===== config.mk =====
export PLATFORM = sky130hd
export DESIGN_NAME = tlvic_ctrl
export DESIGN_NICKNAME = d
export VERILOG_FILES = /design/src/verilog/tlvic_pkg.sv /design/src/verilog/tlvic_pick.sv /design/src/verilog/tlvic_ctrl.sv
export VERILOG_INCLUDE_DIRS = /design/src /design/src/verilog
export SDC_FILE = /design/constraint.sdc
export NUM_CORES = 1
export LEC_CHECK = 0
export BUFFER_PORTS_ARGS = -buffer_cell sky130_fd_sc_hd__buf_2
export CELL_PAD_IN_SITES_DETAIL_PLACEMENT = 1
export CELL_PAD_IN_SITES_GLOBAL_PLACEMENT = 1
export CORE_MARGIN = 8
export CORE_UTILIZATION = 39
export CTS_CLUSTER_SIZE = 24
export DETAILED_ROUTE_END_ITERATION = 7
export GPL_TIMING_DRIVEN = 0
export PLACE_DENSITY_LB_ADDON = 0.1
export SYNTH_ARGS = -nofsm -noshare
export SYNTH_HDL_FRONTEND = slang
export SYNTH_HIERARCHICAL = 1
export SYNTH_SLANG_ARGS = --single-unit

===== constraint.sdc =====
create_clock -name clk -period 3.6 [get_ports clk]
set_clock_uncertainty 0.1 [all_clocks]
set_input_delay 0.72 -clock clk [delete_from_list [all_inputs] [get_ports clk]]
set_output_delay 0.72 -clock clk [all_outputs]
set_load 0.02 [all_outputs]

===== src/verilog/tlvic_consts.svh =====
// Constants for the two-level vectored interrupt controller.
`ifndef TLVIC_CONSTS_SVH
`define TLVIC_CONSTS_SVH
// ==========================================================
// Register addresses and reset values
`define TLVIC_ADDR_EN 8'ha8
`define TLVIC_ADDR_EN2 8'ha9
`define TLVIC_ADDR_LVL 8'hb8
`define TLVIC_RST_EN 8'h00
`define TLVIC_RST_EN2 8'ha0
`define TLVIC_RST_LVL 8'h00
// ==========================================================
// Field positions
`define TLVIC_MASTER_BIT 7
`define TLVIC_RSVD_BIT 7
`define TLVIC_EN2_MUSTZ_BIT 3
`define TLVIC_EN2_TI_EN 2
`define TLVIC_EN2_PSM_EN 1
`define TLVIC_EN2_SER_EN 0
`define TLVIC_EN2_TI_LVL 6
`define TLVIC_EN2_PSM_LVL 5
`define TLVIC_EN2_SER_LVL 4
`define TLVIC_BIT_EXT0 0
`define TLVIC_BIT_TMR0 1
`define TLVIC_BIT_EXT1 2
`define TLVIC_BIT_TMR1 3
`define TLVIC_BIT_UART 4
`define TLVIC_BIT_TMR2 5
`define TLVIC_BIT_CONV 6
`define TLVIC_MASK_LVL 8'h7f
`define TLVIC_MASK_EN2 8'hf7
// ==========================================================
// Source count and vector addresses in polling order
`define TLVIC_NSRC 11
`define TLVIC_VEC_PSM 16'h0043
`define TLVIC_VEC_WDOG 16'h005b
`define TLVIC_VEC_EXT0 16'h0003
`define TLVIC_VEC_CONV 16'h0033
`define TLVIC_VEC_TMR0 16'h000b
`define TLVIC_VEC_EXT1 16'h0013
`define TLVIC_VEC_TMR1 16'h001b
`define TLVIC_VEC_SER 16'h003b
`define TLVIC_VEC_UART 16'h0023
`define TLVIC_VEC_TMR2 16'h002b
`define TLVIC_VEC_TI 16'h0053
`endif


===== src/verilog/tlvic_pkg.sv =====
// Types shared by the interrupt controller files.
package tlvic_pkg;
  // Requests in polling order, bit 10 highest priority.
  typedef struct packed {
    logic supply_mon_request;
    logic wdog_request;
    logic ext0_request;
    logic conv_request;
    logic tmr0_overflow;
    logic ext1_request;
    logic tmr1_overflow;
    logic serial_port_b_request;
    logic uart_rx_tx_request;
    logic tmr2_request;
    logic interval_request;
  } tlvic_req_t;
  typedef struct packed {
    logic [7:0] addr;
    logic [7:0] wdata;
    logic wr;
  } tlvic_sfr_t;
  typedef enum logic [2:0] {
    TLVIC_IDLE = 3'b001,
    TLVIC_LOW = 3'b010,
    TLVIC_HIGH = 3'b100
  } tlvic_state_t;
endpackage


===== src/verilog/tlvic_pick.sv =====
// Fixed-order picker returning the first set bit from the top.
`timescale 1ns/1ps
`include "tlvic_consts.svh"
module tlvic_pick (
  input wire logic [`TLVIC_NSRC-1:0] req,
  output logic any,
  output logic [3:0] idx
);
  // ==========================================================
  // Priority search
  // fixed polling order
  always_comb begin
    any = 1'b0;
    idx = 4'h0;
    for (int i = 0; i < `TLVIC_NSRC; i++) begin
      if (req[i]) begin
        any = 1'b1;
        idx = 4'(i);
      end
    end
  end
endmodule


===== src/verilog/tlvic_ctrl.sv =====
// Two-level vectored interrupt controller with its three registers.
// Notes on behaviour
// - Enable bit 7 gates all sources; when zero nothing is accepted.
// - Enable bits 6..0: converter, timer2, uart, timer1, ext1, timer0, ext0.
// - Level register bits 6..0 same order, 1 high; bit 7 reserved.
// - Second register enables interval bit 2, supply bit 1, serial bit 0.
// - Second register levels interval bit 6, supply bit 5, serial bit 4.
// - Enabled high request preempts a running low handler at once.
// - Same-cycle requests of different levels: high level granted first.
// - A handler is never preempted by a request of its own level.
// - Same-level order: supply, wdog, ext0, conv, t0, ext1, t1, serial...
// - On accept core pushes PC and loads the granted vector.
// - Vectors 0003, 000B, 0013, 001B, 0023, 002B for classic sources.
// - Vectors 0033, 003B, 0043, 0053, 005B for added sources.
`timescale 1ns/1ps
`include "tlvic_consts.svh"
module tlvic_ctrl (
  input wire logic clk,
  input wire logic srst,
  input wire tlvic_pkg::tlvic_req_t req,
  input wire tlvic_pkg::tlvic_sfr_t sfr,
  input wire logic core_ack,
  input wire logic core_reti,
  output logic [7:0] sfr_rdata,
  output logic irq_take,
  output logic [15:0] irq_vector,
  output logic [1:0] active_levels
);
  // ==========================================================
  // Registers
  logic [7:0] irq_enable_reg;
  logic [7:0] irq_enable_level_reg2;
  logic [7:0] irq_level_reg;
  tlvic_pkg::tlvic_state_t state;
  logic in_high;
  logic in_low;

  always_ff @(posedge clk) begin
    if (srst) begin
      irq_enable_reg <= `TLVIC_RST_EN;
    end else if (sfr.wr && sfr.addr == `TLVIC_ADDR_EN) begin
      irq_enable_reg <= sfr.wdata;
    end
  end

  // level register, reserved bit stays zero
  always_ff @(posedge clk) begin
    if (srst) begin
      irq_level_reg <= `TLVIC_RST_LVL;
    end else if (sfr.wr && sfr.addr == `TLVIC_ADDR_LVL) begin
      irq_level_reg <= sfr.wdata & `TLVIC_MASK_LVL;
    end
  end

  // second register write; bit 3 is stored as zero.
  always_ff @(posedge clk) begin
    if (srst) begin
      irq_enable_level_reg2 <= `TLVIC_RST_EN2;
    end else if (sfr.wr && sfr.addr == `TLVIC_ADDR_EN2) begin
      irq_enable_level_reg2 <= sfr.wdata & `TLVIC_MASK_EN2;
    end
  end

  // Reserved bit 7 of the second register keeps what was written.
  always_ff @(posedge clk) begin
    if (srst) begin
      sfr_rdata <= 8'h00;
    end else if (sfr.addr == `TLVIC_ADDR_EN) begin
      sfr_rdata <= irq_enable_reg;
    end else if (sfr.addr == `TLVIC_ADDR_EN2) begin
      sfr_rdata <= irq_enable_level_reg2;
    end else if (sfr.addr == `TLVIC_ADDR_LVL) begin
      sfr_rdata <= irq_level_reg;
    end else begin
      sfr_rdata <= 8'h00;
    end
  end

  // ==========================================================
  // Enables and levels laid out in polling order
  logic [`TLVIC_NSRC-1:0] src_en;
  logic [`TLVIC_NSRC-1:0] src_lvl;
  logic [`TLVIC_NSRC-1:0] gated;
  logic [`TLVIC_NSRC-1:0] hi_req;
  logic [`TLVIC_NSRC-1:0] lo_req;
  logic [`TLVIC_NSRC-1:0] req_vec;
  logic hi_any;
  logic lo_any;
  logic [3:0] hi_idx;
  logic [3:0] lo_idx;

  // Bit 0 of these vectors is the lowest priority source; the packed
  // request struct already lists its fields in that order.
  always_comb begin
    for (int i = 0; i < `TLVIC_NSRC; i++) begin
      req_vec[i] = req[i];
    end
  end

  assign src_en = {
    irq_enable_level_reg2[`TLVIC_EN2_PSM_EN], 1'b1,
    irq_enable_reg[`TLVIC_BIT_EXT0], irq_enable_reg[`TLVIC_BIT_CONV],
    irq_enable_reg[`TLVIC_BIT_TMR0], irq_enable_reg[`TLVIC_BIT_EXT1],
    irq_enable_reg[`TLVIC_BIT_TMR1],
    irq_enable_level_reg2[`TLVIC_EN2_SER_EN],
    irq_enable_reg[`TLVIC_BIT_UART], irq_enable_reg[`TLVIC_BIT_TMR2],
    irq_enable_level_reg2[`TLVIC_EN2_TI_EN]};
  // The watchdog has no level bit, so it always sits at high level.
  assign src_lvl = {
    irq_enable_level_reg2[`TLVIC_EN2_PSM_LVL], 1'b1,
    irq_level_reg[`TLVIC_BIT_EXT0], irq_level_reg[`TLVIC_BIT_CONV],
    irq_level_reg[`TLVIC_BIT_TMR0], irq_level_reg[`TLVIC_BIT_EXT1],
    irq_level_reg[`TLVIC_BIT_TMR1],
    irq_enable_level_reg2[`TLVIC_EN2_SER_LVL],
    irq_level_reg[`TLVIC_BIT_UART], irq_level_reg[`TLVIC_BIT_TMR2],
    irq_enable_level_reg2[`TLVIC_EN2_TI_LVL]};

  assign gated = req_vec & src_en &
    {`TLVIC_NSRC{irq_enable_reg[`TLVIC_MASTER_BIT]}};
  assign hi_req = gated & src_lvl;
  assign lo_req = gated & ~src_lvl;

  tlvic_pick u_hi (
    .req(hi_req),
    .any(hi_any),
    .idx(hi_idx)
  );
  tlvic_pick u_lo (
    .req(lo_req),
    .any(lo_any),
    .idx(lo_idx)
  );

  function automatic logic [15:0] vec_of(input logic [3:0] idx);
    case (idx)
      4'ha: vec_of = `TLVIC_VEC_PSM;
      4'h9: vec_of = `TLVIC_VEC_WDOG;
      4'h8: vec_of = `TLVIC_VEC_EXT0;
      4'h7: vec_of = `TLVIC_VEC_CONV;
      4'h6: vec_of = `TLVIC_VEC_TMR0;
      4'h5: vec_of = `TLVIC_VEC_EXT1;
      4'h4: vec_of = `TLVIC_VEC_TMR1;
      4'h3: vec_of = `TLVIC_VEC_SER;
      4'h2: vec_of = `TLVIC_VEC_UART;
      4'h1: vec_of = `TLVIC_VEC_TMR2;
      default: vec_of = `TLVIC_VEC_TI;
    endcase
  endfunction

  // ==========================================================
  // Arbitration
  logic grant_hi;
  logic grant_lo;
  assign grant_hi = hi_any && !in_high && !irq_take;
  assign grant_lo = lo_any && !hi_any && !in_high && !in_low &&
    !irq_take;

  // The request stays up until the core acknowledges, so a vector
  // is never lost while the core finishes its current instruction.
  // vector offered to core
  always_ff @(posedge clk) begin
    if (srst) begin
      irq_take <= 1'b0;
      irq_vector <= 16'h0000;
    end else if (irq_take) begin
      if (core_ack) begin
        irq_take <= 1'b0;
      end
    end else if (grant_hi) begin
      irq_take <= 1'b1;
      irq_vector <= vec_of(hi_idx);
    end else if (grant_lo) begin
      irq_take <= 1'b1;
      irq_vector <= vec_of(lo_idx);
    end
  end

  logic take_hi;
  always_ff @(posedge clk) begin
    if (srst) begin
      take_hi <= 1'b0;
    end else if (!irq_take && (grant_hi || grant_lo)) begin
      take_hi <= grant_hi;
    end
  end

  always_ff @(posedge clk) begin
    if (srst) begin
      in_high <= 1'b0;
      in_low <= 1'b0;
      state <= tlvic_pkg::TLVIC_IDLE;
    end else if (irq_take && core_ack) begin
      if (take_hi) begin
        in_high <= 1'b1;
        state <= tlvic_pkg::TLVIC_HIGH;
      end else begin
        in_low <= 1'b1;
        state <= tlvic_pkg::TLVIC_LOW;
      end
    end else if (core_reti) begin
      case (state)
        tlvic_pkg::TLVIC_HIGH: begin
          in_high <= 1'b0;
          state <= in_low ? tlvic_pkg::TLVIC_LOW : tlvic_pkg::TLVIC_IDLE;
        end
        tlvic_pkg::TLVIC_LOW: begin
          in_low <= 1'b0;
          state <= tlvic_pkg::TLVIC_IDLE;
        end
        default: begin
          state <= tlvic_pkg::TLVIC_IDLE;
        end
      endcase
    end
  end

  always_ff @(posedge clk) begin
    if (srst) begin
      active_levels <= 2'b00;
    end else begin
      active_levels <= {in_high, in_low};
    end
  end
endmodule


# == Yosys cells after proc, flatten, opt, wreduce, memory -nomap -nowiden ==
# Memory sizes are Yosys's and may differ from the RTL's.
# Index checks and enable logic that the tools add are counted.
# word_totals
regBits,55
mem_bits_ro,128
inputBits,32
out_inout_bits,27
mem_count,2
# op_classes
eq_ne,7
muxes,64
bitwise,6
reduce_logical,23
# memory_table
name,depth,width,rd,rd_ports_with_merged_regs,write_ports,line,rtl
(name not given),16,4,1,0,0,tlvic_ctrl.sv:135,case (idx)
(name not given),16,4,1,0,0,tlvic_ctrl.sv:135,
# op_table
op,n
11-bit AND,4
1-bit 2-to-1 mux,36
3-bit 2-to-1 mux,11
16-bit 2-to-1 mux,2
"8-bit == test, second input constant",3
4-bit 2-to-1 mux,6
8-bit 2-to-1 mux,2
2-bit 2-to-1 mux,6
1-bit logical AND,11
11-bit NOT,1
2-bit nonzero test,4
7-bit 2-to-1 mux,1
3-bit AND reduction,2
1-bit logical NOT,4
"2-bit inequality test, second input constant",2
"3-bit by 2-bit == test with 1-bit output, second input constant",1
"3-bit == test, second input constant",1
2-bit AND reduction,1
1-bit logical OR,1
1-bit NOT,1

# == Logic depth before layout (Yosys ltp) ==
# depth
depth_word,22
mapped_depth,12
depth_no_buf,11

# == Modules after synthesis ==
# The synthesis kept the hierarchy.
# by_module_without_submodules
mod,n_inst,cells_per_inst,area_each_um2,seq_area_each_um2
tlvic_ctrl,1,280,2378.5,880.8
tlvic_pick,2,18,101.3,0.0

# == Worst setup path after synthesis ==
# Ideal clock, no wire load.
# synth_timing
kind,input -> register
from,input req[5] (netlist name)
to,register irq_vector[5]
arrival_time_ns,2.747
required_time_ns,3.414
path_slack_ns,0.667
stages,11
n_path_buf,0
path_cell_list,nand3_1 > nor2_1 > nor2_1 > a221o_1 > a221oi_2 > inv_1 > ha_1 > or2_2 > a21oi_1 > mux2i_1 > a211oi_1
# synth_via
elab_cells_between_ends,41
# synth_rtl
element,line,rtl
start: declaration,tlvic_ctrl.sv:20,"input wire tlvic_pkg::tlvic_req_t req,"
11-bit AND (2 in a row),tlvic_ctrl.sv:118,assign gated = req_vec & src_en &
11-bit AND,tlvic_ctrl.sv:121,assign lo_req = gated & ~src_lvl;
named net lo_req[5],tlvic_ctrl.sv:85,logic [`TLVIC_NSRC-1:0] lo_req;
3-bit 2-to-1 mux (3 in a row),tlvic_pick.sv:16,if (req[i]) begin
4-bit 2-to-1 mux (3 in a row),tlvic_pick.sv:16,
named net lo_idx[0],tlvic_ctrl.sv:90,logic [3:0] lo_idx;
memory 16 x 4 bit,n/a,
16-bit 2-to-1 mux,tlvic_ctrl.sv:172,end else if (grant_lo) begin
16-bit 2-to-1 mux,tlvic_ctrl.sv:169,end else if (grant_hi) begin
end signal: assignment,tlvic_ctrl.sv:171,irq_vector <= vec_of(hi_idx);
end signal: assignment,tlvic_ctrl.sv:174,irq_vector <= vec_of(lo_idx);
end: declaration,tlvic_ctrl.sv:26,"output logic [15:0] irq_vector,"
# The timed path passes the listed nets, and every way through them passes these cells. The select of a mux whose other input is x is not followed.
# A chain may end at the register's enable or synchronous reset.

# == Worst setup path in the final report ==
# layout_timing
from,register irq_enable_reg[7]
to,register irq_vector[5]
# layout_via
elab_cells_between_ends,58
# layout_rtl
element,line,rtl
start: declaration,tlvic_ctrl.sv:31,logic [7:0] irq_enable_reg;
start signal: assignment,tlvic_ctrl.sv:40,irq_enable_reg <= `TLVIC_RST_EN;
start signal: assignment,tlvic_ctrl.sv:42,irq_enable_reg <= sfr.wdata;
11-bit AND,tlvic_ctrl.sv:118,
11-bit AND,tlvic_ctrl.sv:121,
named net lo_req[5],tlvic_ctrl.sv:85,
3-bit 2-to-1 mux (3 in a row),tlvic_pick.sv:16,
4-bit 2-to-1 mux (3 in a row),tlvic_pick.sv:16,
named net lo_idx[0],tlvic_ctrl.sv:90,
memory 16 x 4 bit,n/a,
16-bit 2-to-1 mux,tlvic_ctrl.sv:172,
16-bit 2-to-1 mux,tlvic_ctrl.sv:169,
# The timed path passes the listed nets, and every way through them passes these cells. The select of a mux whose other input is x is not followed.

==> results_dict.tcl <==
set metrics [dict create \
    run_status "completed" \
    yosysSeqAreaShare_pct 34.1 \
    maxSlewViolCount 0 \
    synthTopCellsByCount "nor2_1 (78), dfxtp_1 (44), mux2i_1 (32), inv_1 (23), a21oi_1 (17)" \
    highest_layer "met4" \
    setup_viol 0 \
    multi_input_area_sq_um 1510 \
    synth_edf_count 0 \
    dr.pass1.iters 4 \
    cts_hold_buf 0 \
    reg2reg_to "irq_vector[5]$_SDFFE_PP0P_" \
    cts_buffer_depth 2 \
    synth_flop_cell "dfxtp_1" \
    grt_pass1_wl_mm 11.9 \
    tns_ns 0 \
    startpoint "irq_enable_reg[7]$_SDFFE_PP0P_" \
    clk_latency_ns 0.30 \
    io-pin-count 59 \
    hold_viol_final 0 \
    start_util_pct 40.4 \
    slew_headroom_pct 63.0 \
    row_count 29 \
    synth-seq-cells 44 \
    ys_types 41 \
    crit_fanout 10 \
    drive_gt1_share_pct 21.6 \
    leakage_nw 1.48 \
    async_reset_ff_share_pct 0 \
    dp_hpwl_mm 5.52 \
    nets 428 \
    wl_met2_mm 3.32 \
    irDropWorstVdd_v 0.000192 \
    critPathKind "register to register" \
    antenna_found_initial 0 \
    post_cts_buffers 0 \
    cts_root_buf "clkbuf_8" \
    grt_overflow 0 \
    synth_area_sq_um 2580 \
    yosys_warnings 6 \
    synthDominantCellAreaShare_pct 34.1 \
    hold_depth 2 \
    synthTopCellsByArea "dfxtp_1 (34%), mux2i_1 (12%), nor2_1 (11%)" \
    met3_length_microns 263 \
    final.min_clock_period_ns 3.19 \
    syn-instance-count 316 \
    wire_per_inst_microns 15.0 \
    synth_most_common_cell "nor2_1" \
    m1WireLength_mm 3.28 \
    cts_inserted_buffers 5 \
    end_kind "register" \
    diodes 0 \
    grt_pass1_vias 2492 \
    tightest_slew_ns 0.555 \
    cts_tree "done" \
    avgSynthCellArea_sq_um 8.17 \
    vias_per_cell 5.01 \
    drtIter0Drc 58 \
    die_w_microns 97.4 \
    synth_top_area_cell "dfxtp_1" \
    io_buffers 48 \
    worstPathArrival_ns 3.31 \
    timing.final.crit_share_pct 88.7 \
    cp.required_ns 3.71 \
    hold_class "register to register" \
    htreeDepth 2 \
    die_y_microns 97.4 \
    wl_mm 6.91 \
    reg2reg_slack_ns 0.41 \
    clkTransAtPathRegs_ns 0.08 \
    syn2layout_area_growth_pct 18.3 \
    grt.total_usage_pct 15.1 \
    ff2ff_path_depth 12 \
    max_freq_mhz 313 \
    startpoint_type "register" \
    total_power_w 0.000934 \
    dieArea_sq_um 9480 \
    antenna_left 0 \
    grt_start_max_net_pins 14 \
    vias 2315 \
    rsz0062_at_grt "false" \
    cts_sinks 44 \
    core_sq_um 6390 \
    routabilityCongestion 0.765 \
    ff_latch_area_sq_um 881 \
    rr_startpoint "irq_enable_reg[7]$_SDFFE_PP0P_" \
    cellPowerDensity_nw_per_um2 306 \
    final.fill_count 825 \
    crit_path_end "irq_vector[5]$_SDFFE_PP0P_" \
    drv_cap 0 \
    drc 0 \
]
worst min-delay path by stage:
stage                          startpoint                         end
2_1_floorplan        take_hi$_SDFFE_PP0P_       state[1]$_SDFFE_PP0P_
3_3_place_gp   irq_vector[1]$_SDFFE_PP0P_  irq_vector[1]$_SDFFE_PP0P_
3_5_place_dp   irq_vector[1]$_SDFFE_PP0P_  irq_vector[1]$_SDFFE_PP0P_
4_1_cts        irq_vector[1]$_SDFFE_PP0P_  irq_vector[1]$_SDFFE_PP0P_
5_1_grt        irq_vector[1]$_SDFFE_PP0P_  irq_vector[1]$_SDFFE_PP0P_
6_report       irq_vector[1]$_SDFFE_PP0P_  irq_vector[1]$_SDFFE_PP0P_
final cells by class:
type	instances	area share (%)
multi-input combinational	238	49.4
sequential	44	28.9
timing repair buffer	48	7.87
clock inverter	1	0.287
tap	77	3.16
buffer	24	5.08
clock buffer	7	2.50
inverter	23	2.83
cell usage in the layout, fill, tap and decap left out, types with 7 or more instances in the layout:
cell	count
conb_1	14
mux2i_1	32
buf_2	49
nor2_1	78
a21oi_1	17
nand2b_1	8
ha_1	12
nand3_1	11
nand2_1	8
buf_4	14
inv_1	23
clkbuf_1	7
dfxtp_1	44
critical path, cell delays in order, from the launching register on:
cell and delay [ns]:
dfxtp_1 0.39, clkbuf_2 0.29, nand3_1 0.16, nor2_1 0.23, nor2_1 0.08, a221o_1 0.34, a221oi_2 0.36, inv_1 0.17
ha_1 0.24, or2_2 0.29, a21oi_1 0.14, mux2i_1 0.09, a211oi_1 0.22
metal layers:
layer  GRT usage (%)  vias to the layer above
li1                -                     1175
met1            18.2                     1094
met2            26.4                       42
met3            3.41                        4
met4            3.50                        0
met5               0                        -
stage by stage:
step | util (%) | instance area, sq um | cells | hold slack, ns | setup slack [ns]
after detailed placement | 46.5 | 2970 | 454 | 0.362 | 0.104
after global routing | 47.8 | 3050 | 462 | 0.407 | 0.124
after floorplan | - | 2630 | 329 | 0.371 | 0.667
final | 47.8 | 3050 | 462 | 0.369 | 0.408
after global placement | 46.5 | 2970 | 454 | 0.349 | 0.191
after CTS | 47.8 | 3050 | 462 | 0.377 | 0.0934
timing repair:
| action | 4_1_cts | 5_1_grt |
|---|---|---|
| endpoints found under the hold margin | 0 | 0 |
| setup endpoints to repair | 0 | 2 |
| resized for setup | 0 | 2 |
logic make-up (layout without fill, tap and decap cells):
family	Yosys count	in the layout	synth area share [%]
compound gates	43	43	11.4
fa+ha+maj	12	12	5.82
buf+inv	47	103	9.31
flops	44	44	34.1
mux	32	32	12.4
other cells	1	14	0.145
simple gates	137	137	26.8
power by group:
group / switching [W] / internal, W
sequential: 0.00000534 / 0.000494
combinational: 0.0000695 / 0.0000497
clock: 0.000177 / 0.000139
total: 0.000252 / 0.000682
No activity file was read; power rests on OpenSTA's default activity.
